## src/design/sdc_pkg.sv

```systemverilog
// Package: register map, fields, timing constants and carrier types for the card host block
package sdc_pkg;

	// ==========================================================
	// Register offsets (byte addresses)
	localparam logic [7:0] SDC_SYSCTL_OFF   = 8'h00;
	localparam logic [7:0] SDC_PRESENT_OFF  = 8'h04;
	localparam logic [7:0] SDC_DIVIDER_OFF  = 8'h08;
	localparam logic [7:0] SDC_ADMA_OFF     = 8'h0C;
	localparam logic [7:0] SDC_IRQ_STAT_OFF = 8'h10;
	localparam logic [7:0] SDC_IRQ_CLR_OFF  = 8'h14;
	localparam logic [7:0] SDC_IRQ_EN_OFF   = 8'h18;
	localparam logic [7:0] SDC_DESC_OFF     = 8'h1C;

	// ==========================================================
	// Field positions
	localparam int SDC_SYS_CLKEN_BIT   = 3;
	localparam int SDC_SYS_FORCE_BIT   = 4;
	localparam int SDC_SYS_RESET_BIT   = 24;
	localparam int SDC_PRS_STABLE_BIT  = 3;
	localparam int SDC_PRS_CARDIN_BIT  = 4;
	localparam int SDC_PRS_ADMA_BIT    = 5;
	localparam int SDC_PRS_GATED_BIT   = 6;
	localparam int SDC_ADMA_START_BIT  = 0;

	// Interrupt status bits
	localparam int SDC_IRQ_W           = 4;
	localparam int SDC_IRQ_DMA_DONE    = 0;
	localparam int SDC_IRQ_XFER_DONE   = 1;
	localparam int SDC_IRQ_CARD_IN     = 2;
	localparam int SDC_IRQ_CARD_OUT    = 3;

	// Descriptor fields: {end, kind[1:0], len[7:0]} in the low bits
	localparam int SDC_DESC_END_BIT    = 10;
	localparam int SDC_DESC_KIND_LO    = 8;
	localparam logic [1:0] SDC_KIND_NOP  = 2'h0;
	localparam logic [1:0] SDC_KIND_MOVE = 2'h2;
	localparam logic [1:0] SDC_KIND_LINK = 2'h3;

	// ==========================================================
	// Reset values and timing
	localparam logic [7:0] SDC_DIV_RESET    = 8'h04;
	localparam int         SDC_CLK_MHZ      = 50;
	localparam int         SDC_SETTLE_NS    = 200;
	localparam int         SDC_SETTLE_CYC   = (SDC_SETTLE_NS * SDC_CLK_MHZ + 999) / 1000;
	localparam int         SDC_GATE_IDLE    = 16;

	typedef enum logic [1:0] {
		SDC_ADMA_IDLE,
		SDC_ADMA_FETCH,
		SDC_ADMA_MOVE
	} sdc_adma_e;

	typedef struct packed {
		logic       last;
		logic [1:0] kind;
		logic [7:0] len;
	} sdc_desc_s;

	typedef struct packed {
		logic [7:0]  addr;
		logic [31:0] wdata;
		logic        wr;
		logic        rd;
	} sdc_bus_s;

endpackage

```

## src/design/sdc_card_clock.sv

```systemverilog
// Card clock generator: divider, gating and stability tracking
module sdc_card_clock
	import sdc_pkg::*;
(
	// System
	input  wire logic       clk,
	input  wire logic       reset,
	// Control
	input  wire logic       card_clock_enable,
	input  wire logic [7:0] divider,
	// Status
	output logic            card_clock_stable,
	output logic            card_clk,
	output logic            card_tick
);
	logic [7:0] div_cnt_ff;
	logic [7:0] div_seen_ff;
	logic [7:0] settle_ff;
	logic       card_clk_ff;
	logic       tick_ff;

	initial begin
		assert (SDC_SETTLE_CYC >= 1) else $error("settle count too small");
	end

	// ==========================================================
	// Divider; stops low while gated so the pin never glitches
	always_ff @(posedge clk) begin
		if (reset || !card_clock_enable) begin
			div_cnt_ff  <= 8'h00;
			card_clk_ff <= 1'b0;
			tick_ff     <= 1'b0;
		end else if (div_cnt_ff >= divider) begin
			div_cnt_ff  <= 8'h00;
			card_clk_ff <= ~card_clk_ff;
			tick_ff     <= ~card_clk_ff;
		end else begin
			div_cnt_ff <= div_cnt_ff + 8'h01;
			tick_ff    <= 1'b0;
		end
	end

	// ==========================================================
	// Stability: any divider change restarts the settle count
	always_ff @(posedge clk) begin
		if (reset) begin
			div_seen_ff <= SDC_DIV_RESET;
			settle_ff   <= 8'h00;
		end else if (divider != div_seen_ff) begin
			div_seen_ff <= divider;
			settle_ff   <= 8'h00;
		end else if (settle_ff < 8'(SDC_SETTLE_CYC)) begin
			settle_ff <= settle_ff + 8'h01;
		end
	end

	always_ff @(posedge clk) begin
		if (reset) begin
			card_clock_stable <= 1'b0;
		end else begin
			card_clock_stable <= (settle_ff >= 8'(SDC_SETTLE_CYC));
		end
	end

	assign card_clk  = card_clk_ff;
	assign card_tick = tick_ff;
endmodule

```

## src/design/sdc_card_detect.sv

```systemverilog
// Card-detect pin synchroniser and insertion/removal event detector
module sdc_card_detect (
	// System
	input  wire logic clk,
	input  wire logic reset,
	// Pin and mux state
	input  wire logic card_detect_pin,
	input  wire logic pin_function_select,
	// Events
	output logic      card_present,
	output logic      card_inserted,
	output logic      card_removed
);
	logic sync1_ff;
	logic sync2_ff;
	logic level_ff;

	// ==========================================================
	// Two-stage synchroniser
	always_ff @(posedge clk) begin
		if (reset) begin
			sync1_ff <= 1'b0;
			sync2_ff <= 1'b0;
		end else begin
			sync1_ff <= card_detect_pin;
			sync2_ff <= sync1_ff;
		end
	end

	// ==========================================================
	// Edges count only while the pin belongs to the controller;
	// discharge forces the tracked level low and so re-arms it
	always_ff @(posedge clk) begin
		if (reset) begin
			level_ff      <= 1'b0;
			card_inserted <= 1'b0;
			card_removed  <= 1'b0;
		end else if (!pin_function_select) begin
			level_ff      <= 1'b0;
			card_inserted <= 1'b0;
			card_removed  <= 1'b0;
		end else begin
			level_ff      <= sync2_ff;
			card_inserted <= sync2_ff && !level_ff;
			card_removed  <= !sync2_ff && level_ff;
		end
	end

	assign card_present = level_ff;
endmodule

```

## src/design/sdc_host_core.sv

```systemverilog
// Card host core: clock control, ADMA2 chain walker, DMA-done status, card detect, registers
// ==========================================================
// What this block does
// - Present state reports card clock stable
// - Clock enable bit gates clock to card
// - No commands or data while clock off
// - Card-detect rising edge flags insertion
// - Detection works again after pin handback
// - Engine accepts move, link, no-op descriptors
// - End bit stops descriptor fetching
// - Force-on bit disables system clock gating
//
// The plain strobed port and the register addresses are this design's own decisions.
module sdc_host_core
	import sdc_pkg::*;
(
	// System
	input  wire logic        clk,
	input  wire logic        reset,
	// Register port
	input  wire logic [7:0]  reg_addr,
	input  wire logic [31:0] reg_wdata,
	input  wire logic        reg_wr,
	input  wire logic        reg_rd,
	output logic [31:0]      reg_rdata,
	// Descriptor source
	input  wire logic        desc_valid,
	input  wire logic [10:0] desc_word,
	output logic             desc_fetch,
	// Card bus
	output logic             card_clk,
	output logic             card_cmd_busy,
	output logic             card_data_move,
	// Card detect
	input  wire logic        card_detect_pin,
	input  wire logic        pin_function_select,
	// Clock gate and interrupt
	output logic             sys_clock_gate_en,
	output logic             irq
);
	sdc_bus_s    bus;
	sdc_desc_s   desc;
	sdc_adma_e   adma_ff;
	logic        card_clock_enable_ff;
	logic        system_clock_force_on_ff;
	logic        full_soft_reset_ff;
	logic [7:0]  divider_ff;
	logic [SDC_IRQ_W-1:0] stat_ff;
	logic [SDC_IRQ_W-1:0] irq_en_ff;
	logic [SDC_IRQ_W-1:0] ev;
	logic [SDC_IRQ_W-1:0] clr;
	logic [7:0]  len_ff;
	logic [4:0]  idle_ff;
	logic        gated_ff;
	logic        clk_stable;
	logic        card_tick;
	logic        card_in;
	logic        ins_ev;
	logic        rem_ev;
	logic        soft_rst;
	logic        chain_done;
	logic        xfer_done;
	logic        card_clk_int;
	logic        move_ff;
	logic        desc_lastq;
	logic        cmd_busy_ff;
	logic        gate_ff;
	logic        irq_ff;

	assign bus = '{addr: reg_addr, wdata: reg_wdata, wr: reg_wr, rd: reg_rd};
	assign desc = sdc_desc_s'(desc_word);
	assign soft_rst = reset || full_soft_reset_ff;

	function automatic logic hit_wr(input sdc_bus_s b, input logic [7:0] off);
		hit_wr = b.wr && (b.addr == off);
	endfunction

	// ==========================================================
	// Leaf blocks
	sdc_card_clock u_clock (
		.clk               (clk),
		.reset             (reset),
		.card_clock_enable (card_clock_enable_ff),
		.divider           (divider_ff),
		.card_clock_stable (clk_stable),
		.card_clk          (card_clk_int),
		.card_tick         (card_tick)
	);

	sdc_card_detect u_detect (
		.clk                 (clk),
		.reset               (soft_rst),
		.card_detect_pin     (card_detect_pin),
		.pin_function_select (pin_function_select),
		.card_present        (card_in),
		.card_inserted       (ins_ev),
		.card_removed        (rem_ev)
	);

	// ==========================================================
	// System control; reset bit self-clears after one cycle
	always_ff @(posedge clk) begin
		if (reset) begin
			card_clock_enable_ff     <= 1'b0;
			system_clock_force_on_ff <= 1'b0;
			full_soft_reset_ff       <= 1'b0;
		end else if (hit_wr(bus, SDC_SYSCTL_OFF)) begin
			card_clock_enable_ff     <= bus.wdata[SDC_SYS_CLKEN_BIT];
			system_clock_force_on_ff <= bus.wdata[SDC_SYS_FORCE_BIT];
			full_soft_reset_ff       <= bus.wdata[SDC_SYS_RESET_BIT];
		end else begin
			full_soft_reset_ff <= 1'b0;
		end
	end

	// Divider is not protected here: software gates first
	always_ff @(posedge clk) begin
		if (reset) begin
			divider_ff <= SDC_DIV_RESET;
		end else if (hit_wr(bus, SDC_DIVIDER_OFF)) begin
			divider_ff <= bus.wdata[7:0];
		end
	end

	// ==========================================================
	// ADMA2 chain walker
	always_ff @(posedge clk) begin
		if (soft_rst) begin
			adma_ff <= SDC_ADMA_IDLE;
			len_ff  <= 8'h00;
		end else begin
			unique case (adma_ff)
				SDC_ADMA_IDLE: begin
					if (hit_wr(bus, SDC_ADMA_OFF) && bus.wdata[SDC_ADMA_START_BIT]) begin
						adma_ff <= SDC_ADMA_FETCH;
					end
				end
				SDC_ADMA_FETCH: begin
					if (desc_valid) begin
						unique case (desc.kind)
							SDC_KIND_MOVE: begin
								len_ff  <= desc.len;
								adma_ff <= SDC_ADMA_MOVE;
							end
							default: begin
								// Link and no-op move nothing
								if (desc.last) begin
									adma_ff <= SDC_ADMA_IDLE;
								end
							end
						endcase
					end
				end
				SDC_ADMA_MOVE: begin
					// Data moves one unit per card clock tick only
					if (card_clock_enable_ff && card_tick) begin
						if (len_ff == 8'h00) begin
							adma_ff <= desc_lastq ? SDC_ADMA_IDLE : SDC_ADMA_FETCH;
						end else begin
							len_ff <= len_ff - 8'h01;
						end
					end
				end
				default: adma_ff <= SDC_ADMA_IDLE;
			endcase
		end
	end

	// End flag of the move descriptor being worked
	always_ff @(posedge clk) begin
		if (soft_rst) begin
			desc_lastq <= 1'b0;
		end else if (adma_ff == SDC_ADMA_FETCH && desc_valid) begin
			desc_lastq <= desc.last;
		end
	end

	assign chain_done = (adma_ff == SDC_ADMA_MOVE) && card_clock_enable_ff && card_tick
		&& (len_ff == 8'h00) && desc_lastq;
	assign xfer_done  = chain_done || ((adma_ff == SDC_ADMA_FETCH) && desc_valid
		&& desc.last && (desc.kind != SDC_KIND_MOVE));

	always_ff @(posedge clk) begin
		if (soft_rst) begin
			desc_fetch <= 1'b0;
		end else begin
			desc_fetch <= (adma_ff == SDC_ADMA_FETCH) && !desc_valid;
		end
	end

	// ==========================================================
	// Card bus activity, held off while the card clock is gated
	always_ff @(posedge clk) begin
		if (soft_rst) begin
			move_ff     <= 1'b0;
			cmd_busy_ff <= 1'b0;
		end else begin
			move_ff     <= card_clock_enable_ff && (adma_ff == SDC_ADMA_MOVE);
			cmd_busy_ff <= card_clock_enable_ff && (adma_ff != SDC_ADMA_IDLE);
		end
	end

	// ==========================================================
	// System clock auto-gate: idle long enough and not forced on
	always_ff @(posedge clk) begin
		if (reset) begin
			idle_ff <= 5'h00;
			gated_ff <= 1'b0;
		end else if (system_clock_force_on_ff || bus.wr || bus.rd
				|| adma_ff != SDC_ADMA_IDLE) begin
			idle_ff  <= 5'h00;
			gated_ff <= 1'b0;
		end else if (idle_ff < 5'(SDC_GATE_IDLE)) begin
			idle_ff <= idle_ff + 5'h01;
		end else begin
			gated_ff <= 1'b1;
		end
	end

	always_ff @(posedge clk) begin
		if (reset) begin
			gate_ff <= 1'b0;
		end else begin
			gate_ff <= gated_ff;
		end
	end

	// ==========================================================
	// Interrupt status: sticky, set beats clear
	assign ev = {rem_ev, ins_ev, xfer_done, chain_done};
	assign clr = hit_wr(bus, SDC_IRQ_CLR_OFF) ? bus.wdata[SDC_IRQ_W-1:0] : '0;

	// Clear path ignores gating, so the done flag can always be cleared
	always_ff @(posedge clk) begin
		if (soft_rst) begin
			stat_ff <= '0;
		end else begin
			stat_ff <= (stat_ff & ~clr) | ev;
		end
	end

	always_ff @(posedge clk) begin
		if (reset) begin
			irq_en_ff <= '0;
		end else if (hit_wr(bus, SDC_IRQ_EN_OFF)) begin
			irq_en_ff <= bus.wdata[SDC_IRQ_W-1:0];
		end
	end

	always_ff @(posedge clk) begin
		if (reset) begin
			irq_ff <= 1'b0;
		end else begin
			irq_ff <= |(((stat_ff & ~clr) | ev) & irq_en_ff);
		end
	end

	// ==========================================================
	// Read data, one cycle after the strobe
	always_ff @(posedge clk) begin
		if (reset || !bus.rd) begin
			reg_rdata <= 32'h0000_0000;
		end else begin
			reg_rdata <= 32'h0000_0000;
			case (bus.addr)
				SDC_SYSCTL_OFF: begin
					reg_rdata[SDC_SYS_CLKEN_BIT] <= card_clock_enable_ff;
					reg_rdata[SDC_SYS_FORCE_BIT] <= system_clock_force_on_ff;
				end
				SDC_PRESENT_OFF: begin
					reg_rdata[SDC_PRS_STABLE_BIT] <= clk_stable;
					reg_rdata[SDC_PRS_CARDIN_BIT] <= card_in;
					reg_rdata[SDC_PRS_ADMA_BIT]   <= (adma_ff != SDC_ADMA_IDLE);
					reg_rdata[SDC_PRS_GATED_BIT]  <= gated_ff;
				end
				SDC_DIVIDER_OFF: reg_rdata[7:0] <= divider_ff;
				SDC_IRQ_STAT_OFF: reg_rdata[SDC_IRQ_W-1:0] <= stat_ff;
				SDC_IRQ_EN_OFF: reg_rdata[SDC_IRQ_W-1:0] <= irq_en_ff;
				default: reg_rdata <= 32'h0000_0000;
			endcase
		end
	end

	assign card_clk          = card_clk_int;
	assign card_cmd_busy     = cmd_busy_ff;
	assign card_data_move    = move_ff;
	assign sys_clock_gate_en = gate_ff;
	assign irq               = irq_ff;
endmodule

```

## config.mk

```make
export PLATFORM = sky130hd
export DESIGN_NAME = sdc_host_core
export DESIGN_NICKNAME = d
export VERILOG_FILES = /design/src/design/sdc_pkg.sv /design/src/design/sdc_card_clock.sv /design/src/design/sdc_card_detect.sv /design/src/design/sdc_host_core.sv
export SDC_FILE = /design/constraint.sdc
export NUM_CORES = 1
export LEC_CHECK = 0
export BUFFER_PORTS_ARGS = -buffer_cell sky130_fd_sc_hd__buf_2
export CELL_PAD_IN_SITES_DETAIL_PLACEMENT = 0
export CELL_PAD_IN_SITES_GLOBAL_PLACEMENT = 1
export CORE_ASPECT_RATIO = 0.8
export CORE_UTILIZATION = 36
export CTS_BUF_LIST = sky130_fd_sc_hd__clkbuf_16
export CTS_CLUSTER_SIZE = 28
export DETAILED_ROUTE_END_ITERATION = 10
export PLACE_DENSITY_LB_ADDON = 0.1
export SYNTH_ARGS = -nofsm -noshare
export SYNTH_HDL_FRONTEND = slang
export SYNTH_HIERARCHICAL = 1
export SYNTH_SLANG_ARGS = --single-unit
export TNS_END_PERCENT = 30
```

## constraint.sdc

```tcl
create_clock -name clk -period 2.1 [get_ports clk]
set_input_delay 0.21 -clock clk [delete_from_list [all_inputs] [get_ports clk]]
set_output_delay 0.21 -clock clk [all_outputs]
set_load 0.02 [all_outputs]
```

==> results.txt, run 1 <==
The run finished with clean final reports. Of all nets on the critical path, the largest fanout is 4. The worst path needs 2.03 ns of the cycle, external delays included. The cell at the root of the clock tree was sky130_fd_sc_hd__clkbuf_16.

The worst setup path is launched from a flop. The tools report the worst-case headroom to the max-slew limit as 0.604. For this run, the number of Yosys warnings is 6. The first global-routing pass estimated 13500 um of wire. Walking the worst path, the cells encountered are inv_2 > ha_4 > or4b_4 > or4_4 > nor3_4 > o21ai_1 > a41oi_1.

The floorplan has 33 rows. The number of hold violations in the final report came out at 0. For the number of I/O pins, the log shows 96.

The number of max-slew violations in the final report is 0. Yosys attributes the largest share of cell area to sky130_fd_sc_hd__dfxtp_1, sky130_fd_sc_hd__nor2_1, sky130_fd_sc_hd__buf_4. The tools report the post-CTS setup repair buffer count as 0. For the starting density of the core, the log shows 0.370. Setup repair after global routing could not meet its margin everywhere. At the end of routability-driven placement, the weighted congestion stood at 0.773. The number of storage elements in the synthesis netlist is 81. The most instantiated library cell after synthesis was sky130_fd_sc_hd__dfxtp_1.

The share of the yosys chip area belonging to registers was 0.428; the detailed route wirelength on metal3 was 394 um. The setup slack at placement was -0.0181 ns; the aggregate routed wire length was 8500 um. The mean instance size in the synthesized netlist is 9.00 um^2, and the synthesized area is 3790 um^2. For the total vias in the final route, the log shows 3003. For the data arrival at the endpoint of the critical path, the log shows 2.28 ns.

The detail route stage leaves a number of antenna-violating nets equal to 0. After detailed placement, the total cell area comes to 4220 um^2. Measured along the y axis, the die boundary spans 93.8 um. Compared with the post-synthesis result, the final layout area differs by 19.7%. After synthesis, the most frequently instantiated cells are sky130_fd_sc_hd__dfxtp_1, sky130_fd_sc_hd__nor2_1, sky130_fd_sc_hd__nand2_1. The top flip-flop cell by instance count after synthesis is sky130_fd_sc_hd__dfxtp_1. Setup violations remaining at the end of the flow were counted as 0. For this block, the initial DRC count from the detailed router was 136. Share of the synthesized area in the top cell type: 0.428. The actual transition at the worst max-transition pin was 0.594 ns. The leakage component of the power was 1.92 nW.

The area of the die is 10900 um^2, and the number of CTS-inserted buffers is 9. Clock-pin slew was measured on the worst setup and hold paths at 0.06 ns. After detailed routing, the number of remaining DRC violations is 0. At the worst endpoint, the required time is 2.35 ns. The logs give 3 for the CTS H-tree depth and 0.443 for the share of the core filled with cells. The first TritonRoute pass finished after 4 iterations. The wire-length estimate of the detail-placed layout is 6330 um. Length of routed wiring on met1: 4630 um.

The tools report the global router's overall resource usage as 0.164. For the clock insertion delay at the later pin of the skew report, the log shows 0.33 ns. Buffers placed on the I/O ports in this run total 48. The number of enable-type register cells in the synthesized netlist was 0.

The area of the placeable core came out at 10200 um^2. The worst hold path was traced through 2 stages. The largest net degree at the start of global routing is 24. CTS saw 81 sinks. IR analysis of the VDD net gives a maximum drop of 0.349 mV. After routing the design area is 4540 um^2. The logs give 0 for the max-cap check violation count and 3370 um for the met2 routed wirelength. The count of cells along the worst register-to-register path is 7. Clock skew on the completed layout was measured at 0.00419 ns.

The longest clock path from root to sink contains 2 buffers. The total chip power was 0.00332 W. The share of the clock period used by the worst path is 0.966, and the minimum setup slack in the final design is 0.0714 ns. In this run the horizontal extent of the chip is 117 um. Dividing the detail-routed wire length by the instance count gives 13.4 um. The fraction of layout instances using a drive strength above 1 came out at 0.220. Final-stage net count: 559. The critical path in this run is classified as reg -> reg.

The worst setup path is captured at a flop. The areal power density over the cells came out at 732 nW/um^2. The routed via count divided by cell count works out to 4.75. The number of distinct library cell variants in the gate-level netlist after synthesis was 65.

The tools report the total overflow reported by the global router as 0. For the antenna diode instance count, the log shows 0. The delay of the slowest cell on the worst path is 0.48 ns. The tools report the number of global-route vias before repair as 2735.

The synthesized design spends more area on one cell type than any other, namely sky130_fd_sc_hd__dfxtp_1. For the final routed database, the setup TNS stands at 0 ns. TritonCTS built the clock tree.

The initial antenna violation count was 0. The upper clock frequency limit was 493 MHz; the share of synthesized flip-flops with an asynchronous set or reset was 0. The count of mapped cells out of synthesis is 421. Routed signal wires occupy layers up through met4.

The path class of the lowest-slack min-delay path was in -> reg. Among all stages on the critical path, the largest delay is contributed by sky130_fd_sc_hd__or4b_4.
what timing repair did:
item	4_1_cts	5_1_grt
hold buffers	0	0
pin swaps	1	1
resized for setup	0	6
endpoints found under the setup margin	1	8
gates cloned	0	0
worst max-delay path: cells and delay by family (launching register included):
family | cells | cell delay, ns
DFF | 1 | 0.32
AOI/OAI and AO/OA | 2 | 0.29
adders and majority gates | 1 | 0.14
buffers and inverters | 1 | 0.08
and+or+nand+nor | 3 | 1.13
report_power, final:
part	internal [W]	total [W]	switching, W
sequential	0.00155	0.00156	0.00000849
clock	0.00102	0.00160	0.000583
combinational	0.0000537	0.000162	0.000108
cells by family (layout without fill, tap and decap cells):
family | count (synthesis) | after routing | share of synthesized area
flops | 81 | 81 | 0.428
fa+ha+maj | 13 | 13 | 0.0429
compound gates | 79 | 79 | 0.135
mux | 13 | 13 | 0.0386
simple gates | 163 | 163 | 0.234
xor+xnor | 19 | 19 | 0.0439
other cells | 1 | 24 | 0.000989
buf+inv | 52 | 100 | 0.0763
metal layers:
layer	track usage	vias up
li1	-	1558
met3	0.0465	9
met1	0.237	1371
met2	0.233	65
met4	0.0475	0
met5	0	-
final cells by class:
type | instances | area [um^2]
fillers | 1053 | 5700
clock buffers | 9 | 225
flip-flops and latches | 81 | 1620
inverters | 16 | 60.1
repair buffers | 69 | 398
well taps | 140 | 175
clock inverters | 6 | 76.3
multi-input cells | 311 | 1980
per-stage QoR:
stage	std cells	hold slack, ns
after floorplan	444	0.289
after global placement	617	0.408
after detailed placement	617	0.413
after CTS	632	0.0554
after global routing	632	0.0819
final	632	0.0714
cell usage in the layout, fill, tap and decap left out, drive strengths merged, types with 4 or more instances in the layout:
master | netlist | layout
a211oi | 4 | 4
a21oi | 22 | 22
a22oi | 4 | 4
a31oi | 5 | 5
and2 | 4 | 4
and3 | 6 | 6
buf | 26 | 69
clkbuf | 10 | 9
conb | 1 | 24
dfxtp | 81 | 81
ha | 13 | 13
inv | 16 | 18
mux2i | 9 | 9
nand2 | 28 | 28
nand2b | 7 | 7
nand3 | 17 | 17
nor2 | 58 | 58
nor2b | 7 | 7
nor3 | 6 | 6
nor4 | 5 | 5
o21a | 4 | 4
o21ai | 18 | 18
xnor2 | 4 | 4
xor2 | 15 | 15
path summary, 6_finish.rpt:
check                                             startpoint                      endpoint  slack (ns)
worst max-delay path                  len_ff[0]$_SDFFE_PP0P_                irq$_SDFF_PP0_        0.07
worst min-delay path                              desc_valid         desc_fetch$_SDFF_PP0_        0.07
worst max register to register        len_ff[0]$_SDFFE_PP0P_                irq$_SDFF_PP0_        0.07
worst min register to register  u_detect/sync1_ff$_SDFF_PP0_  u_detect/sync2_ff$_SDFF_PP0_        0.45
registers in the layout, indices dropped and copies added (netlist names), 2 cells and up:
register / flops
divider_ff: 8
u_clock/div_seen_ff: 8
irq_en_ff: 4
u_clock/div_cnt_ff: 8
adma_ff: 2
u_clock/settle_ff: 8
stat_ff: 4
reg_rdata: 8
idle_ff: 5
len_ff: 8
Power figures use the tool's default switching activity.
==> inputs of run 2 (changes only) <==
Settings changed: CORE_UTILIZATION 36 to 37, CTS_BUF_LIST sky130_fd_sc_hd__clkbuf_16 to sky130_fd_sc_hd__clkbuf_4.
==> run 2 against run 1 <==
  * Worst setup slack got worse by 0.032 ns
  * Sequential share of layout area is 0.63 points higher
  * Largest cell class unchanged
  * Cell count rose by 0.95%
  * Core utilization increased by 1.2 points
  * Register-to-register slack got worse by 0.03 ns
  * Via count is 1.6% higher
  * Flip-flop and latch count did not move
  * Critical path type unchanged
  * Highest routed layer unchanged
==> results.txt, run 2 (synthesized netlist as in run 1, its figures left out) <==
The first detailed-routing pass took 4 iterations. The total chip power is 0.00263 W. For this run, design rule violations remaining after detail routing come to 0.

The die height was 92.5 um. For this design the static power due to leakage is 1.87 nW. CTS placed an instance of sky130_fd_sc_hd__clkbuf_4 at the clock tree root. The tools report the share of the core filled with cells as 0.455. The worst setup path is launched from a flop. At the end of routability-driven placement, the weighted congestion stood at 0.783. In this run the remaining antenna-violating nets after routing total 0. The delay of the slowest cell on the worst path was 0.47 ns. The actual transition at the worst max-transition pin is 0.618 ns. STA puts the critical path data required time at 2.46 ns. The count of buffers added on input and output ports is 48.

The clock passes through at most 2 buffers. Standard-cell row count: 32. The type of the setup path with the least slack is reg -> reg. The flow ran to the end, and the final reports show no timing, DRC or antenna violations. Setup repair after global routing could not meet its margin everywhere. 96 I/O pins were placed. The tool flagged a number of max-cap violations equal to 0. The global router's overall resource usage is 0.175, and the upper clock frequency limit is 485 MHz. Dividing the detail-routed via count by the number of cells gives 4.78. The min-delay analysis places its worst path in the category in -> reg.

The critical path goes through inv_2 > ha_4 > or4b_4 > or4_4 > nor3_4 > o31ai_1 > a41oi_1. Measured along the x axis, the die boundary spans 115 um. Compared with the post-synthesis result, the final layout area differs by 17.7%.

Along the worst path, the maximum fanout reaches 4. The worst-case headroom to the max-slew limit is 0.588, and the areal power density over the cells is 589 nW/um^2. The repair_antennas step left the layout with diodes totalling 0. The H-tree was split into 3 levels.

The run gives 2895 as the number of global-route vias before repair. The largest vdd supply drop came out at 0.354 mV. TritonCTS built the clock tree.

The clock sink count was 81; the final routed wire length divided by cell count was 13.4 um. The largest individual stage delay along the critical path comes from the cell sky130_fd_sc_hd__or4b_4. The number of hold violations in the final report came out at 0.

After routing the design area is 4460 um^2. For the data arrival at the endpoint of the critical path, the log shows 2.42 ns. The fraction of layout instances using a drive strength above 1 is 0.225. The total vias in the final route came out at 3050. The filler cell count in the final layout is 990, and the number of CTS-inserted buffers is 9. The tightest hold path in the finished design has a slack of 0.0494 ns.

The area of the placeable core is 9810 um^2. The first global-routing pass estimated 14200 um of wire. The library cell used most frequently in the layout, excluding fill and tap cells, is sky130_fd_sc_hd__dfxtp_1. After detailed placement, the total cell area comes to 4210 um^2. The largest net degree at the start of global routing came out at 18. The detailed router finished its first iteration with 161 violations.

For this run the aggregate overflow at the end of global routing stands at 0. The initial antenna violation count was 0. The starting density of the core is 0.386, and the aggregate routed wire length is 8570 um.

The setup clock skew after layout was 0.0102 ns. Counting I/O delays and the setup requirement, the final critical path takes 2.06 ns. Setup violations remaining at the end of the flow were counted as 0.

The detailed placement HPWL is 6380 um. The later pin in the worst-skew pair is clocked with a latency of 0.43 ns. The final-stage net count was 569; the area of the die was 10700 um^2. The share of the clock period used by the worst path was 0.981. The clock-pin slew of the registers on the worst-case setup and hold paths was 0.13 ns; the number of max-slew violations in the final report was 0. The top cell types in the final layout, fill and taps aside, are sky130_fd_sc_hd__dfxtp_1, sky130_fd_sc_hd__nor2_1, sky130_fd_sc_hd__buf_2, sky130_fd_sc_hd__nand2_1, sky130_fd_sc_hd__conb_1. The tools report the nature of the critical path endpoint as a flop.
-- run 2: cell count changes in the layout (fill, tap and decap cells not counted), moves of 2 or more --
cell and change:
sky130_fd_sc_hd__clkbuf_4 +9, sky130_fd_sc_hd__dlygate4sd3_1 +9, sky130_fd_sc_hd__inv_1 -2, sky130_fd_sc_hd__clkbuf_16 -9
-- run 2: path summary, 6_finish.rpt --
check / startpoint / endpoint / slack, ns / depth (start not counted)
max: len_ff[1]$_SDFFE_PP0P_ / irq$_SDFF_PP0_ / 0.04 / 7
min: desc_word[10] / desc_lastq$_SDFFE_PP0N_ / 0.05 / 3
max reg2reg: len_ff[1]$_SDFFE_PP0P_ / irq$_SDFF_PP0_ / 0.04 / 7
min reg2reg: u_detect/sync1_ff$_SDFF_PP0_ / u_detect/sync2_ff$_SDFF_PP0_ / 0.46 / 1
-- run 2: area by class of cell --
class,instances,area [um^2],area share
clock buffer,9,67.6,0.0151
clock inverter,6,60.1,0.0135
inverter,16,60.1,0.0135
multi-input combinational,311,1980,0.445
sequential,81,1620,0.364
tap,136,170,0.0381
timing repair buffer,79,495,0.111
-- run 2: repair_timing --
action,in CTS,in global routing
pin swaps,1,4
hold buffers,8,1
endpoints found under the setup margin,1,17
setup buffers,0,2
gates resized for setup,0,9
endpoints found under the hold margin,8,1
-- run 2: worst max-delay path, delay by kind of cell, from the launching register on --
family / cells / cell delay, ns
simple gates: 3 / 1.16
flops: 1 / 0.35
compound gates: 2 / 0.27
fa+ha+maj: 1 / 0.13
buf+inv: 1 / 0.07
-- run 2: report_power, final --
group | internal (W) | switching (W) | total [W]
Sequential | 0.00155 | 0.00000847 | 0.00156
Combinational | 0.0000658 | 0.000108 | 0.000174
Clock | 0.000351 | 0.000548 | 0.000898
Total | 0.00196 | 0.000664 | 0.00263
-- run 2: routing by layer --
metal	wire length [um]	vias up	track usage
met5	0	-	0
met4	68	0	0.0530
met3	367	6	0.0491
met2	3450	79	0.254
met1	4690	1388	0.249
li1	-	1577	-
-- run 2: per-stage QoR --
step           cells  TNS (ns)  setup slack (ns)
2_1_floorplan    444         0            0.0865
3_3_place_gp     612         0            0.0538
3_5_place_dp     612  -0.00526          -0.00526
4_1_cts          635         0           0.00678
5_1_grt          638   -0.0677           -0.0677
6_report         638         0            0.0398
==> inputs of run 3 (changes only) <==
Settings changed: CAP_MARGIN set to 0, CTS_BUF_LIST sky130_fd_sc_hd__clkbuf_4 to sky130_fd_sc_hd__clkbuf_2.
==> run 3 against run 2 <==
  * Sequential share of layout area shrank 1.2 points
  * First-iteration DRC count grew 5.6%
  * Flip-flop and latch count is the same
  * Wire length grew 1.5%
  * Critical path depth is the same
  * Register-to-register slack lost 0.02 ns
  * Total power shrank 2.2%
  * Largest cell class unchanged
  * Worst setup slack lost 0.020 ns
  * Core utilization grew 1.5 points
  * Sequential power is essentially flat
  * Design area grew 3.3%
  * Critical endpoint unchanged
  * Clock skew grew 0.0050 ns
==> results.txt, run 3 (synthesized netlist as in run 1, its figures left out) <==
The run gives 6380 um as the detailed placement HPWL. The global router's overall resource usage is 0.176. In this run the clock root is driven by a sky130_fd_sc_hd__clkbuf_2.

Setup repair after global routing could not meet its margin everywhere. Compared with the post-synthesis result, the final layout area differs by 21.6%. The run finished with clean final reports.

The delay of the slowest cell on the worst path is 0.49 ns, and the number of max-slew violations in the final report is 0. The total area inside the core boundary comes to 9810 um^2. The min-delay analysis places its worst path in the category in -> reg. Power spread over the standard cell area amounts to 557 nW/um^2. The data arrival at the endpoint of the critical path is 2.56 ns, and the clock tree buffer depth is 2. The commonest non-fill, non-tap cell in the layout was sky130_fd_sc_hd__dfxtp_1.

Summed over all layers, the global routing overflow is 0. In this run the number of H-tree levels came out at 3. The setup clock skew after layout is 0.0152 ns. In this run the horizontal extent of the chip is 115 um.

The global-route wire length before repair was 14400 um; the max-cap check violation count was 0. The pre-antenna-repair detailed-routing pass consisted of 4 iterations. TritonCTS built the clock tree.

The run gives 9 as the number of CTS-inserted buffers. Along the worst path, the maximum fanout reaches 3. Clock sink count: 81. Final routed wire length divided by cell count: 13.3 um. The filler cell count in the final layout was 984; the area of the die was 10700 um^2. Based on the critical path, the design can be clocked at up to 481 MHz.

The library cells used most frequently in the layout, excluding fill and tap cells, are sky130_fd_sc_hd__dfxtp_1, sky130_fd_sc_hd__nor2_1, sky130_fd_sc_hd__buf_2, sky130_fd_sc_hd__nand2_1, sky130_fd_sc_hd__dlygate4sd3_1. The net count of the finished layout is 587. The analysis attributes to cell leakage a power of 1.95 nW.

STA puts the critical path data required time at 2.58 ns. The later pin in the worst-skew pair is clocked with a latency of 0.54 ns. The share of the clock period used by the worst path was 0.990.

The logs give 0.0201 ns for the minimum setup slack in the final design and 0.0807 ns for the worst hold-check slack. The repair_antennas step left the layout with diodes totalling 0. The type of the setup path with the least slack was reg -> reg. The initial antenna violation count was 0. The multi-input combinational cells in the finished layout cover a total of 1970 um^2. The run gives 0 as the detailed-route DRC error count.

At the pin with the least slew margin, the transition time is 0.600 ns. Traced cell by cell, the critical path runs through inv_1 > ha_1 > or4b_4 > or4_4 > nor3_4 > o21ai_1 > a41oi_1. For the largest vdd supply drop, the log shows 0.294 mV. Setup violations remaining at the end of the flow were counted as 0.

The congestion estimate from routability-driven global placement came to 0.783. Nature of the critical path endpoint: a flop. The run gives 0.600 as the worst-case headroom to the max-slew limit. The design draws 0.00257 W. In this run the tool buffered the top-level ports with 48 buffer cells.

For this block, the initial DRC count from the detailed router was 170. The fraction of layout instances using a drive strength above 1 was 0.208; the largest net degree at the start of global routing was 18. The number of global-route vias before repair is 2937, and the standard-cell row count is 32. Subtracting the final worst setup slack from the clock period gives 2.08 ns. The aggregate routed wire length came out at 8700 um. For this design, the slowest cell found on the critical path is sky130_fd_sc_hd__or4b_4. Across the whole layout, storage elements account for 1620 um^2.

After clock tree synthesis, the clock-pin slew on the worst setup and hold paths is 0.22 ns. The detail route stage leaves a number of antenna-violating nets equal to 0. The starting density of the core is 0.386, and the accumulated negative setup slack is 0 ns. After detailed routing, the number of vias per cell comes to 4.78.

96 I/O pins were placed. The kind of start point of the critical path is a flop. The final route contains 3135 vias. In this run the vertical extent of the chip is 92.5 um.

The run gives 0 as the number of hold violations in the final report. Prior to clock tree synthesis, the placed netlist has a worst setup slack of -0.00526 ns.
## run 3: changes by cell type in the layout (fill, tap and decap cells not counted), sizes merged
cell | previous run | this run
buf | 70 | 69
dlygate4sd3 | 9 | 28
## run 3: layout make-up
class                   instances  share of cell area
repair buffers                 97               0.147
flip-flops and latches         81               0.352
clock inverters                 6              0.0130
clock buffers                   9             0.00977
inverters                      16              0.0130
multi-input cells             311               0.428
well taps                     136              0.0369
## run 3: worst paths after layout
kind                                                    from                      endpoint  slack, ns  depth (start not counted)
worst max-delay path                  len_ff[0]$_SDFFE_PP0P_                irq$_SDFF_PP0_       0.02                          7
worst min-delay path                             reg_addr[2]       reg_rdata[5]$_SDFF_PP0_       0.08                          4
worst max register to register        len_ff[0]$_SDFFE_PP0P_                irq$_SDFF_PP0_       0.02                          7
worst min register to register  u_detect/sync1_ff$_SDFF_PP0_  u_detect/sync2_ff$_SDFF_PP0_       0.48                          1
## run 3: timing repair
item / in CTS / in global routing
setup endpoints to repair: 2 / 17
endpoints found under the hold margin: 35 / 4
buffers inserted: 1 / 0
hold buffers: 26 / 2
resized for setup: 1 / 3
pin swaps: 1 / 1
## run 3: routing by layer
metal  vias to the layer above  track usage  wire [um]
met4                         0       0.0335         66
met2                        97        0.259       3510
met1                      1422        0.251       4670
met5                         -            0          0
li1                       1611            -          -
met3                         5       0.0589        455
## run 3: through the flow
step | cell area (um^2) | cells | util
4_1_cts | 4580 | 654 | 0.467
6_report | 4610 | 656 | 0.470
2_1_floorplan | 3880 | 444 | -
3_5_place_dp | 4210 | 612 | 0.429
5_1_grt | 4610 | 656 | 0.470
3_3_place_gp | 4210 | 612 | 0.429
## run 3: critical path: cells and delay by family (launching register included)
kind	cells	cell delay [ns]
AND/OR/NAND/NOR	3	1.10
AO/OA/AOI/OAI	2	0.30
adder cells (fa/ha/maj)	1	0.19
flip-flops	1	0.36
buffers and inverters	1	0.08
## run 3: where the power goes
group          leakage (nW)  total [W]  switching, W  internal, W
combinational          1.23   0.000199      0.000112    0.0000863
sequential            0.654    0.00156    0.00000848      0.00155
clock                0.0652   0.000810      0.000548     0.000262
total                  1.95    0.00257      0.000669      0.00190
